## src/srbg_pkg.sv

```systemverilog
// Behaviour
// - after reset the timer counts 8 bits using only the low divisor byte
// - wide divider select set makes the timer 16 bits using both bytes
// - one free-running timer serves asynchronous and synchronous operation alike
// - the divisor byte pair sets the period of the free-running timer
// - asynchronous multiplier depends on high speed select and wide divider select
// - synchronous mode ignores the high speed select bit
// - writing either divisor byte clears the timer at once
// - async, 8-bit, normal speed: rate is clock over 64 times divisor plus one
// - async, 16-bit, normal speed: rate is clock over 16 times divisor plus one
// - sync, 8-bit: rate is clock over 4 times divisor plus one
// - divisor is high byte above low byte
// - low register holds bits 7..0, high register bits 15..8
// - baud control: bit4 polarity, bit3 wide, bit1 wake, bit0 autobaud; 5,2 unused
// - transmit control: bit4 synchronous mode, bit2 high speed select
package srbg_pkg;

  // ----------------------------------------
  // register offsets (byte addresses)
  // ----------------------------------------
  localparam logic [7:0] OFF_BAUD_CONTROL = 8'h00;
  localparam logic [7:0] OFF_TRANSMIT_CONTROL = 8'h04;
  localparam logic [7:0] OFF_RECEIVE_CONTROL = 8'h08;
  localparam logic [7:0] OFF_DIVISOR_LOW = 8'h0c;
  localparam logic [7:0] OFF_DIVISOR_HIGH = 8'h10;

  // ----------------------------------------
  // field positions
  // ----------------------------------------
  localparam int BC_AUTOBAUD_OVF_BIT = 7;
  localparam int BC_RX_IDLE_BIT = 6;
  localparam int BC_POLARITY_BIT = 4;
  localparam int BC_WIDE_BIT = 3;
  localparam int BC_WAKE_BIT = 1;
  localparam int BC_AUTOBAUD_BIT = 0;
  localparam int TC_SYNC_BIT = 4;
  localparam int TC_HIGH_SPEED_BIT = 2;
  localparam int TC_SHIFT_EMPTY_BIT = 1;

  // ----------------------------------------
  // reset values and masks
  // ----------------------------------------
  localparam logic [7:0] BYTE_RESET = 8'h00;
  localparam logic [7:0] DIVISOR_RESET = 8'h00;
  localparam logic [23:0] UPPER_ZERO = 24'h000000;

  // ----------------------------------------
  // divide factors
  // ----------------------------------------
  localparam int FACTOR_WIDTH = 7;
  localparam logic [6:0] FACTOR_SLOW = 7'h40;
  localparam logic [6:0] FACTOR_MID = 7'h10;
  localparam logic [6:0] FACTOR_FAST = 7'h04;

  // selects the prescale factor from mode bits
  function automatic logic [6:0] srbg_factor(input logic sync, input logic wide, input logic high_speed);
    logic [6:0] f;
    if (sync) begin
      f = FACTOR_FAST;
    end else if (wide) begin
      f = high_speed ? FACTOR_FAST : FACTOR_MID;
    end else begin
      f = high_speed ? FACTOR_MID : FACTOR_SLOW;
    end
    return f;
  endfunction : srbg_factor

endpackage : srbg_pkg

```

## src/srbg_top.sv

```systemverilog
// Design decisions made here: register access over APB and the register addresses.
module srbg_top
  import srbg_pkg::*;
(
  input wire logic pclk,
  input wire logic presetn,
  input wire logic psel,
  input wire logic penable,
  input wire logic pwrite,
  input wire logic [7:0] paddr,
  input wire logic [31:0] pwdata,
  output logic [31:0] prdata,
  output logic pready,
  output logic pslverr,
  input wire logic receive_pin,
  input wire logic receive_idle_flag,
  input wire logic autobaud_overflow_flag,
  input wire logic autobaud_done,
  input wire logic transmit_shift_empty,
  input wire logic receive_flag_clear,
  output logic baud_tick,
  output logic [15:0] divisor_value,
  output logic sync_mode,
  output logic high_speed_select,
  output logic wide_divider_select,
  output logic clock_polarity_select,
  output logic wake_on_edge_enable,
  output logic autobaud_active,
  output logic receive_interrupt_flag,
  output logic [7:0] transmit_control,
  output logic [7:0] receive_control
);

  // ----------------------------------------
  // register state
  // ----------------------------------------
  logic [7:0] divisor_low_reg;
  logic [7:0] divisor_high_reg;
  logic [7:0] transmit_control_reg;
  logic [7:0] receive_control_reg;
  logic polarity_reg;
  logic wide_reg;
  logic wake_reg;
  logic wake_next;
  logic autobaud_reg;
  logic autobaud_next;
  logic rx_flag_reg;
  logic rx_flag_next;
  logic [31:0] prdata_reg;

  // receive pin synchroniser
  logic rx_meta_reg;
  logic rx_sync_reg;
  logic rx_prev_reg;

  // ----------------------------------------
  // bus decode
  // ----------------------------------------
  logic setup_phase;
  logic write_access;
  logic hit_baud;
  logic hit_transmit;
  logic hit_receive;
  logic hit_low;
  logic hit_high;
  logic hit_any;
  logic wr_baud;
  logic wr_transmit;
  logic wr_receive;
  logic wr_low;
  logic wr_high;
  logic divisor_written;
  logic [7:0] wbyte;
  logic [7:0] baud_control_view;
  logic [7:0] transmit_control_view;
  logic [7:0] read_byte;

  // zero wait states: every access completes in its first access cycle
  assign pready = 1'b1;
  assign setup_phase = psel && !penable;
  assign write_access = psel && penable && pwrite;
  assign wbyte = pwdata[7:0];

  assign hit_baud = (paddr == OFF_BAUD_CONTROL);
  assign hit_transmit = (paddr == OFF_TRANSMIT_CONTROL);
  assign hit_receive = (paddr == OFF_RECEIVE_CONTROL);
  assign hit_low = (paddr == OFF_DIVISOR_LOW);
  assign hit_high = (paddr == OFF_DIVISOR_HIGH);
  assign hit_any = hit_baud || hit_transmit || hit_receive || hit_low || hit_high;

  // unmapped addresses answer with an error and change nothing
  assign pslverr = psel && penable && !hit_any;

  assign wr_baud = write_access && hit_baud;
  assign wr_transmit = write_access && hit_transmit;
  assign wr_receive = write_access && hit_receive;
  assign wr_low = write_access && hit_low;
  assign wr_high = write_access && hit_high;
  assign divisor_written = wr_low || wr_high;

  // ----------------------------------------
  // read views
  // ----------------------------------------
  // unimplemented bits 5 and 2 read as zero
  always_comb begin
    baud_control_view = BYTE_RESET;
    baud_control_view[BC_AUTOBAUD_OVF_BIT] = autobaud_overflow_flag;
    baud_control_view[BC_RX_IDLE_BIT] = receive_idle_flag;
    baud_control_view[BC_POLARITY_BIT] = polarity_reg;
    baud_control_view[BC_WIDE_BIT] = wide_reg;
    baud_control_view[BC_WAKE_BIT] = wake_reg;
    baud_control_view[BC_AUTOBAUD_BIT] = autobaud_reg;
  end

  // shift-empty is live status, not stored
  always_comb begin
    transmit_control_view = transmit_control_reg;
    transmit_control_view[TC_SHIFT_EMPTY_BIT] = transmit_shift_empty;
  end

  always_comb begin
    read_byte = BYTE_RESET;
    if (hit_baud) begin
      read_byte = baud_control_view;
    end else if (hit_transmit) begin
      read_byte = transmit_control_view;
    end else if (hit_receive) begin
      read_byte = receive_control_reg;
    end else if (hit_low) begin
      read_byte = divisor_low_reg;
    end else if (hit_high) begin
      read_byte = divisor_high_reg;
    end
  end

  // read data captured in setup, stable through the access cycle
  always_ff @(posedge pclk or negedge presetn) begin
    if (!presetn) begin
      prdata_reg <= 32'h00000000;
    end else if (setup_phase && !pwrite) begin
      prdata_reg <= {UPPER_ZERO, read_byte};
    end
  end

  assign prdata = prdata_reg;

  // ----------------------------------------
  // divisor and control registers
  // ----------------------------------------
  always_ff @(posedge pclk or negedge presetn) begin
    if (!presetn) begin
      divisor_low_reg <= DIVISOR_RESET;
    end else if (wr_low) begin
      divisor_low_reg <= wbyte;
    end
  end

  always_ff @(posedge pclk or negedge presetn) begin
    if (!presetn) begin
      divisor_high_reg <= DIVISOR_RESET;
    end else if (wr_high) begin
      divisor_high_reg <= wbyte;
    end
  end

  always_ff @(posedge pclk or negedge presetn) begin
    if (!presetn) begin
      transmit_control_reg <= BYTE_RESET;
    end else if (wr_transmit) begin
      transmit_control_reg <= wbyte;
    end
  end

  always_ff @(posedge pclk or negedge presetn) begin
    if (!presetn) begin
      receive_control_reg <= BYTE_RESET;
    end else if (wr_receive) begin
      receive_control_reg <= wbyte;
    end
  end

  // width reset to 8-bit; only software changes it
  always_ff @(posedge pclk or negedge presetn) begin
    if (!presetn) begin
      polarity_reg <= 1'b0;
      wide_reg <= 1'b0;
    end else if (wr_baud) begin
      polarity_reg <= wbyte[BC_POLARITY_BIT];
      wide_reg <= wbyte[BC_WIDE_BIT];
    end
  end

  // ----------------------------------------
  // mode decode
  // ----------------------------------------
  logic sync_bit;
  logic high_speed_bit;
  logic [6:0] factor;
  logic prescale_step;

  assign sync_bit = transmit_control_reg[TC_SYNC_BIT];
  assign high_speed_bit = transmit_control_reg[TC_HIGH_SPEED_BIT];
  assign factor = srbg_factor(sync_bit, wide_reg, high_speed_bit);
  assign divisor_value = {divisor_high_reg, divisor_low_reg};

  // ----------------------------------------
  // baud rate timer
  // ----------------------------------------
  // prescaler cleared with the timer so a new divisor starts a whole period
  srbg_prescaler u_prescaler (
    .pclk(pclk),
    .presetn(presetn),
    .clear(divisor_written),
    .factor(factor),
    .step(prescale_step)
  );

  // one timer for both modes
  srbg_timer u_timer (
    .pclk(pclk),
    .presetn(presetn),
    .clear(divisor_written),
    .step(prescale_step),
    .wide(wide_reg),
    .divisor(divisor_value),
    .tick(baud_tick)
  );

  // ----------------------------------------
  // receive pin edge detect
  // ----------------------------------------
  // idle line is high; reset to high avoids a false edge at start
  always_ff @(posedge pclk or negedge presetn) begin
    if (!presetn) begin
      rx_meta_reg <= 1'b1;
      rx_sync_reg <= 1'b1;
      rx_prev_reg <= 1'b1;
    end else begin
      rx_meta_reg <= receive_pin;
      rx_sync_reg <= rx_meta_reg;
      rx_prev_reg <= rx_sync_reg;
    end
  end

  logic rx_fall;
  logic wake_event;

  assign rx_fall = rx_prev_reg && !rx_sync_reg;
  assign wake_event = wake_reg && !sync_bit && rx_fall;

  // ----------------------------------------
  // wake-up and receive flag
  // ----------------------------------------
  // setting wins over a clear in the same cycle
  assign rx_flag_next = wake_event ? 1'b1 : (receive_flag_clear ? 1'b0 : rx_flag_reg);

  // software write wins over hardware self-clear
  assign wake_next = wr_baud ? wbyte[BC_WAKE_BIT] : (wake_event ? 1'b0 : wake_reg);

  always_ff @(posedge pclk or negedge presetn) begin
    if (!presetn) begin
      rx_flag_reg <= 1'b0;
      wake_reg <= 1'b0;
    end else begin
      rx_flag_reg <= rx_flag_next;
      wake_reg <= wake_next;
    end
  end

  // ----------------------------------------
  // auto-baud enable
  // ----------------------------------------
  // completion ignored in sync mode since detection never runs there
  assign autobaud_next = wr_baud ? wbyte[BC_AUTOBAUD_BIT] :
                         ((autobaud_done && !sync_bit) ? 1'b0 : autobaud_reg);

  always_ff @(posedge pclk or negedge presetn) begin
    if (!presetn) begin
      autobaud_reg <= 1'b0;
    end else begin
      autobaud_reg <= autobaud_next;
    end
  end

  // ----------------------------------------
  // outputs
  // ----------------------------------------
  assign autobaud_active = autobaud_reg && !sync_bit;
  assign sync_mode = sync_bit;
  assign high_speed_select = high_speed_bit;
  assign wide_divider_select = wide_reg;
  assign clock_polarity_select = polarity_reg;
  assign wake_on_edge_enable = wake_reg;
  assign receive_interrupt_flag = rx_flag_reg;
  assign transmit_control = transmit_control_view;
  assign receive_control = receive_control_reg;

endmodule : srbg_top

```

## src/srbg_prescaler.sv

```systemverilog
module srbg_prescaler
  import srbg_pkg::*;
(
  input wire logic pclk,
  input wire logic presetn,
  input wire logic clear,
  input wire logic [6:0] factor,
  output logic step
);

  logic [6:0] cnt_reg;
  logic [6:0] cnt_next;
  logic [6:0] last_value;

  // ----------------------------------------
  // prescale counter
  // ----------------------------------------
  // >= so a factor change mid-count never wraps the long way round
  assign last_value = factor - 7'h01;
  assign step = (cnt_reg >= last_value);
  assign cnt_next = (clear || step) ? 7'h00 : cnt_reg + 7'h01;

  always_ff @(posedge pclk or negedge presetn) begin
    if (!presetn) begin
      cnt_reg <= 7'h00;
    end else begin
      cnt_reg <= cnt_next;
    end
  end

endmodule : srbg_prescaler

```

## src/srbg_timer.sv

```systemverilog
module srbg_timer
  import srbg_pkg::*;
(
  input wire logic pclk,
  input wire logic presetn,
  input wire logic clear,
  input wire logic step,
  input wire logic wide,
  input wire logic [15:0] divisor,
  output logic tick
);

  logic [15:0] count_reg;
  logic [15:0] count_next;
  logic [15:0] limit;
  logic at_end;
  logic tick_reg;

  // ----------------------------------------
  // period counter
  // ----------------------------------------
  assign limit = wide ? divisor : {8'h00, divisor[7:0]};
  assign at_end = (count_reg >= limit);
  assign count_next = clear ? 16'h0000 : (step ? (at_end ? 16'h0000 : count_reg + 16'h0001) : count_reg);
  assign tick = tick_reg;

  always_ff @(posedge pclk or negedge presetn) begin
    if (!presetn) begin
      count_reg <= 16'h0000;
      tick_reg <= 1'b0;
    end else begin
      count_reg <= count_next;
      tick_reg <= step && at_end && !clear;
    end
  end

endmodule : srbg_timer

```

## config.mk

```make
export PLATFORM = sky130hd
export DESIGN_NAME = srbg_top
export DESIGN_NICKNAME = d
export VERILOG_FILES = /design/src/srbg_pkg.sv /design/src/srbg_top.sv /design/src/srbg_prescaler.sv /design/src/srbg_timer.sv
export SDC_FILE = /design/constraint.sdc
export NUM_CORES = 1
export LEC_CHECK = 0
export BUFFER_PORTS_ARGS = -buffer_cell sky130_fd_sc_hd__buf_2
export CORE_MARGIN = 2
export CORE_UTILIZATION = 40
export CTS_BUF_LIST = sky130_fd_sc_hd__clkbuf_4 sky130_fd_sc_hd__clkbuf_8
export CTS_CLUSTER_SIZE = 14
export DETAILED_ROUTE_END_ITERATION = 6
export GPL_TIMING_DRIVEN = 0
export PLACE_DENSITY = 0.67
export SYNTH_ARGS = -nofsm -noshare
export SYNTH_HDL_FRONTEND = slang
export SYNTH_SLANG_ARGS = --single-unit
```

## constraint.sdc

```tcl
create_clock -name pclk -period 3.3 [get_ports pclk]
set_input_delay 0.165 -clock pclk [delete_from_list [all_inputs] [get_ports pclk]]
set_output_delay 0.165 -clock pclk [all_outputs]
set_load 0.02 [all_outputs]
```

==> results.toml, run 1 <==
[drt]
drc = 0
via_per_inst = 5.25
drtIter0Drc = 116
wl_mm = 10.3
wl_per_cell_microns = 15.7
dr.pass1.iters = 4
ant_nets = 0
vias = 3441

[timing]
finalSetupViolCount = 0
fin_setup_tns_ns = 0
finalHoldViolCount = 0
period_needed_ns = 3.08
rsz0062_at_grt = "true"
maxSlewHeadroom_pct = 23.9
skew_ns = 0.0104
worst_slew_pin_slew_ns = 1.12
fin_hold_ws_ns = 0.0636
period_share_pct = 93.4
max_freq_ghz = 0.324
slew_violations = 0

[floorplan]
die_w_microns = 107
die_h_microns = 107
num_rows = 37
core_area_sq_um = 10300
initial_core_util_pct = 40.9
die_area_sq_um = 11300
io_pins = 125

[final_layout]
largest_reg_flops = 16
diodes = 0
instances_no_fill = 655
syn2layout_area_growth_pct = 22.7
nets = 591
drive_gt1_share_pct = 35.8
fill_cells = 954

[setup_path]
cp_max_fo = 19
path_class = "flop to flop"
critical-path-max-stage-delay_ns = 0.49
startpoint_type = "flop"
crit_path_end_kind = "flop"
cp_cell_sequence = "clkbuf_4 -> inv_1 -> ha_1 -> nand2b_1 -> ha_1 -> xnor2_1 -> ha_1 -> o21ai_0 -> o21bai_2 -> a21oi_4 -> buf_8 -> or4_1 -> a221oi_1"
critPathSlowestCell = "or4_1"
arrival_ns = 3.34
path_common_cell = "ha_1"
crit_required_ns = 3.56

[grt]
antenna_found_initial = 0
grt_pass1_vias = 3253
track_usage_pct = 18.8
grt_max_degree = 72
grt_pass1_wl_mm = 16.5
overflow = 0

[logic_synthesis]
ys_types = 53
ys_seq_area_share_pct = 42.4
syn-cell-area_sq_um = 4200
yosys.area.top_type_share_pct = 40.5
ys_ff_latch = 71
postSynthCellCount = 403
synthArstFlopShare_pct = 100
avgSynthCellArea_sq_um = 10.4
synth_edf_count = 0
ys_warn_count = 0
synth_area_leaders = "dfrtp_1 (40%), mux2_2 (9.6%), ha_1 (7.7%)"
synth_top_cell_by_area = "dfrtp_1"
synth_flop_cell = "dfrtp_1"

[placed_design]
dpl.hpwl_mm = 7.60
port_buffers = 73
gp_congestion = 0.854
placed_cells = 635

[worst_hold_path]
hold_path.class = "input port to flop"

[power_and_ir_drop]
p_int_uw = 1560
total_power_uw = 2240
p_clk_share_pct = 34.9
powerDensity_nw_per_um2 = 434
ir_drop_mv = 0.341
pwr-share-comb_pct = 20.3
pwr-share-seq_pct = 44.8
swShare_pct = 30.2
p_switching_uw = 677
p_leak_uw = 0.00254

[clocking]
ctsLongestPathBuffers = 2
clkLatencyLatePin_ns = 0.36
root_buffer = "clkbuf_8"
htree_levels = 3
path_clk_slew_ns = 0.08
cts_buffers = 9
clock_sinks = 71
cts_tree = "yes"

[job]
timing.max_cap.violations = 0

[run_status]
status = "completed"
power by group through the flow:
stage	clock, uW	sequential (uW)	combinational [uW]
after CTS	801	1000	422
after global placement	0	1020	393
after global routing	839	1010	512
final	782	1000	455
after detailed placement	0	1020	402
after floorplan	0	1010	276
cells by family (layout without fill, tap and decap cells):
| kind of cell | count (synthesis) | after routing | synth area share [%] |
|---|---|---|---|
| flops | 71 | 71 | 42.4 |
| fa+ha+maj | 26 | 26 | 7.74 |
| xor+xnor | 6 | 6 | 1.25 |
| compound gates | 78 | 78 | 12.8 |
| other cells | 2 | 25 | 0.179 |
| buf+inv | 63 | 156 | 8.42 |
| mux | 42 | 42 | 12.6 |
| simple gates | 115 | 115 | 14.6 |
path summary, 6_finish.rpt:
kind / from / end / slack, ns / cells after the start
setup / recovery: wide_divider_select / u_timer.count_reg[9] / 0.22 / 13
hold reg to reg: rx_meta_reg / rx_sync_reg / 0.36 / 0
min in group asynchronous: presetn / divisor_high_reg[5] / 0.48 / 2
setup reg to reg: wide_divider_select / u_timer.count_reg[9] / 0.22 / 13
max in group asynchronous: presetn / transmit_control_reg[2] / 2.18 / 2
hold / removal: pwdata[0] / autobaud_reg / 0.06 / 3
critical path, delay by kind of cell, from the launching register on:
family / cells / cell delay, ns
AOI/OAI and AO/OA: 4 / 0.70
buffers and inverters: 3 / 0.47
xor gates and xnor gates: 1 / 0.13
adders and majority gates: 3 / 0.74
DFF: 1 / 0.39
and+or+nand+nor: 2 / 0.54
stage by stage:
stage               util, %  worst slack (ns)  area [sq um]
floorplan                 -             0.117          4290
global placement       46.9            -0.336          4820
detailed placement     47.0            -0.363          4830
CTS                    49.6            0.0220          5090
global route           50.2           -0.0188          5160
finish                 50.2             0.218          5160
routing by layer:
metal | routed length (microns) | up-vias | share of wire [%] | GRT usage [%]
li1 | - | 1649 | - | -
met1 | 4450 | 1649 | 43 | 23.2
met2 | 4970 | 124 | 48 | 31.5
met3 | 624 | 19 | 6.1 | 3.80
met4 | 248 | 0 | 2.4 | 8.91
met5 | 0 | - | 0 | 0
placed cells by master (no fill, tap or decap), types with 3 or more instances in the layout:
master / instances
mux2_2: 36
and4_1: 3
nand2b_1: 4
conb_1: 25
a21oi_1: 10
nand2_1: 29
nand4_1: 3
xor2_1: 4
and3_1: 4
o31ai_1: 5
a221oi_1: 7
nand3b_1: 4
nor3_1: 3
nand3_1: 15
ha_1: 26
nor2b_1: 9
dlygate4sd3_1: 3
inv_1: 18
a221oi_2: 4
or4_1: 6
buf_4: 34
nor2_1: 18
o21ai_0: 23
mux4_2: 5
clkbuf_1: 9
buf_2: 74
a31oi_1: 8
clkbuf_8: 9
or3_1: 7
dfrtp_1: 67
dfstp_2: 3
layout make-up:
| class | instances | area (sq um) | share of cell area, % |
|---|---|---|---|
| Multi-Input combinational cell | 292 | 2200 | 42.7 |
| Clock inverter | 6 | 93.8 | 1.82 |
| Tap cell | 136 | 170 | 3.30 |
| Inverter | 18 | 67.6 | 1.31 |
| Buffer | 43 | 292 | 5.65 |
| Sequential cell | 71 | 1780 | 34.5 |
| Timing Repair Buffer | 79 | 420 | 8.15 |
| Clock buffer | 10 | 131 | 2.55 |
synth_stat cells (5+ instances only):
master    instances
nor2b_1           9
ha_1             26
a221oi_1         11
o21ai_0          24
o31ai_1           5
or4_1             6
nand2_1          29
a21oi_1          10
inv_1            18
nor2_1           18
nand3_1          15
mux4_2            5
clkbuf_1         14
a31oi_1           8
buf_4            29
dfrtp_1          68
mux2_2           36
or3_1             7
what timing repair did:
item                                   in CTS  in global routing
hold buffers                                3                  0
setup endpoints to repair                  17                 15
endpoints found under the hold margin      70                  0
buffers inserted                            1                  2
resized for setup                           6                 16
Power figures use the tool's default switching activity.
==> run 2: changes to the inputs <==
Settings changed: CELL_PAD_IN_SITES_DETAIL_PLACEMENT from default to 0, CELL_PAD_IN_SITES_GLOBAL_PLACEMENT from default to 1, PLACE_DENSITY 0.67 to 0.84.
==> results.toml, run 2 (synthesis results as in run 1) <==
[setup_path]
startpoint_type = "flop"
cp_cell_sequence = "ha_1 -> or2_2 -> inv_1 -> ha_1 -> inv_1 -> ha_1 -> a2111oi_2 -> o21ai_1 -> and2_2 -> buf_2 -> buf_2 -> a221oi_1"
cp_num_buf_inv = 4
path_common_cell = "ha_1"
cp_max_fo = 10
cp.depth = 12
cp_top_family = "compound AO/OA/AOI/OAI gates"
arrival_ns = 3.39
critical-path-max-stage-delay_ns = 0.45
critPathSlowestCell = "dfrtp_2"
crit_required_ns = 3.56
reg2reg_depth = 12
path_class = "flop to flop"
crit_path_end_kind = "flop"

[drt]
via_per_inst = 5.24
wl_mm = 10.5
wl_per_cell_microns = 15.9
drtIter0Drc = 161
drc = 0
vias = 3451
ant_nets = 0
dr.pass1.iters = 4

[clocking]
cts_tree = "yes"
ctsLongestPathBuffers = 2
root_buffer = "clkbuf_8"
cts_buffers = 9
path_clk_slew_ns = 0.08
htree_levels = 3
clkLatencyLatePin_ns = 0.36
clock_sinks = 71

[power_and_ir_drop]
p_int_uw = 1470
p_switching_uw = 686
powerDensity_nw_per_um2 = 421
swShare_pct = 31.8
pwr-share-comb_pct = 19.9
ir_drop_mv = 0.231
total_power_uw = 2160
p_leak_uw = 0.00254
pwr-share-seq_pct = 46.3
p_clk_share_pct = 33.8

[floorplan]
core_area_sq_um = 10300
die_area_sq_um = 11300
num_rows = 37
die_w_microns = 107
die_h_microns = 107
io_pins = 125
initial_core_util_pct = 40.9

[job]
timing.max_cap.violations = 0

[worst_hold_path]
whs_path_depth = 3
hold_path.class = "input port to flop"

[final_layout]
drive_gt1_share_pct = 35.6
nets = 594
largest_reg_flops = 16
final_common_cell = "buf_2"
syn2layout_area_growth_pct = 22.1
final_cell_mix = "buf_2 (75), dfrtp_1 (67), mux2_2 (36)"
diodes = 0

[timing]
finalSetupViolCount = 0
timing.final.ws_setup_ns = 0.171
worst_slew_pin_slew_ns = 1.23
maxSlewHeadroom_pct = 16.5
finalHoldViolCount = 0
period_needed_ns = 3.13
max_freq_ghz = 0.320
period_share_pct = 94.8
skew_ns = 0.0125
rsz0062_at_grt = "true"
slew_violations = 0

[run_status]
status = "completed"

[grt]
track_usage_pct = 19.5
grt_pass1_vias = 3396
overflow = 0
antenna_found_initial = 0
grt_max_degree = 72
grt_pass1_wl_mm = 17.2

[placed_design]
dpl.hpwl_mm = 7.64
gp_congestion = 0.844
port_buffers = 73
place_ws_ns = -0.450
[run 2: worst paths after layout]
check,start,endpoint,slack (ns)
hold / removal,pwdata[0],autobaud_reg,0.07
min in group asynchronous,presetn,transmit_control_reg[0],0.46
setup / recovery,transmit_control_reg[2],u_timer.count_reg[9],0.17
max in group asynchronous,presetn,transmit_control_reg[2],2.23
hold reg to reg,rx_meta_reg,rx_sync_reg,0.37
setup reg to reg,transmit_control_reg[2],u_timer.count_reg[9],0.17
[run 2: layer usage]
layer / vias to the layer above / share of wire (%) / GRT usage (%) / wire (microns)
met5: - / 0 / 0 / 0
met4: 0 / 2.6 / 9.18 / 276
met3: 17 / 6.7 / 3.13 / 697
met2: 136 / 48 / 32.4 / 5010
met1: 1653 / 43 / 25.0 / 4470
li1: 1645 / - / - / -
[run 2: power by group through the flow]
| stage | combinational [uW] | clock, uW | sequential [uW] |
|---|---|---|---|
| floorplan | 276 | 0 | 1010 |
| global placement | 393 | 0 | 1020 |
| detailed placement | 404 | 0 | 1020 |
| CTS | 415 | 737 | 1000 |
| global route | 479 | 776 | 1010 |
| finish | 429 | 730 | 1000 |
[run 2: final cells by class]
class                           count  area [sq um]
Multi-Input combinational cell    292          2180
Buffer                             44           300
Clock buffer                       10           131
Fill cell                         980          5150
Inverter                           18          67.6
Timing Repair Buffer               81           435
Clock inverter                      6          68.8
Sequential cell                    71          1780
Tap cell                          136           170
[run 2: timing repair]
action | 4_1_cts | 5_1_grt
hold endpoints to repair | 70 | 0
pin swaps | 1 | 2
gates resized for setup | 7 | 14
buffers inserted | 1 | 4
hold buffers | 3 | 0
setup endpoints to repair | 17 | 17
[run 2: per-stage QoR]
step | hold slack, ns | std cells | TNS, ns | cell area, sq um | util (%)
3_5_place_dp | 0.276 | 635 | -5.08 | 4830 | 47.0
6_report | 0.0727 | 658 | 0 | 5130 | 49.9
2_1_floorplan | -0.131 | 426 | 0 | 4290 | -
5_1_grt | 0.0921 | 658 | -0.164 | 5130 | 49.9
4_1_cts | 0.0640 | 655 | 0 | 5080 | 49.4
3_3_place_gp | 0.272 | 635 | -4.97 | 4820 | 46.9
[run 2: worst reg2reg max path, stage by stage (launching register included)]
cell and delay (ns):
dfrtp_2 0.45, ha_1 0.20, or2_2 0.30, inv_1 0.07
ha_1 0.17, inv_1 0.05, ha_1 0.29, a2111oi_2 0.37
o21ai_1 0.17, and2_2 0.27, buf_2 0.20, buf_2 0.20
a221oi_1 0.29
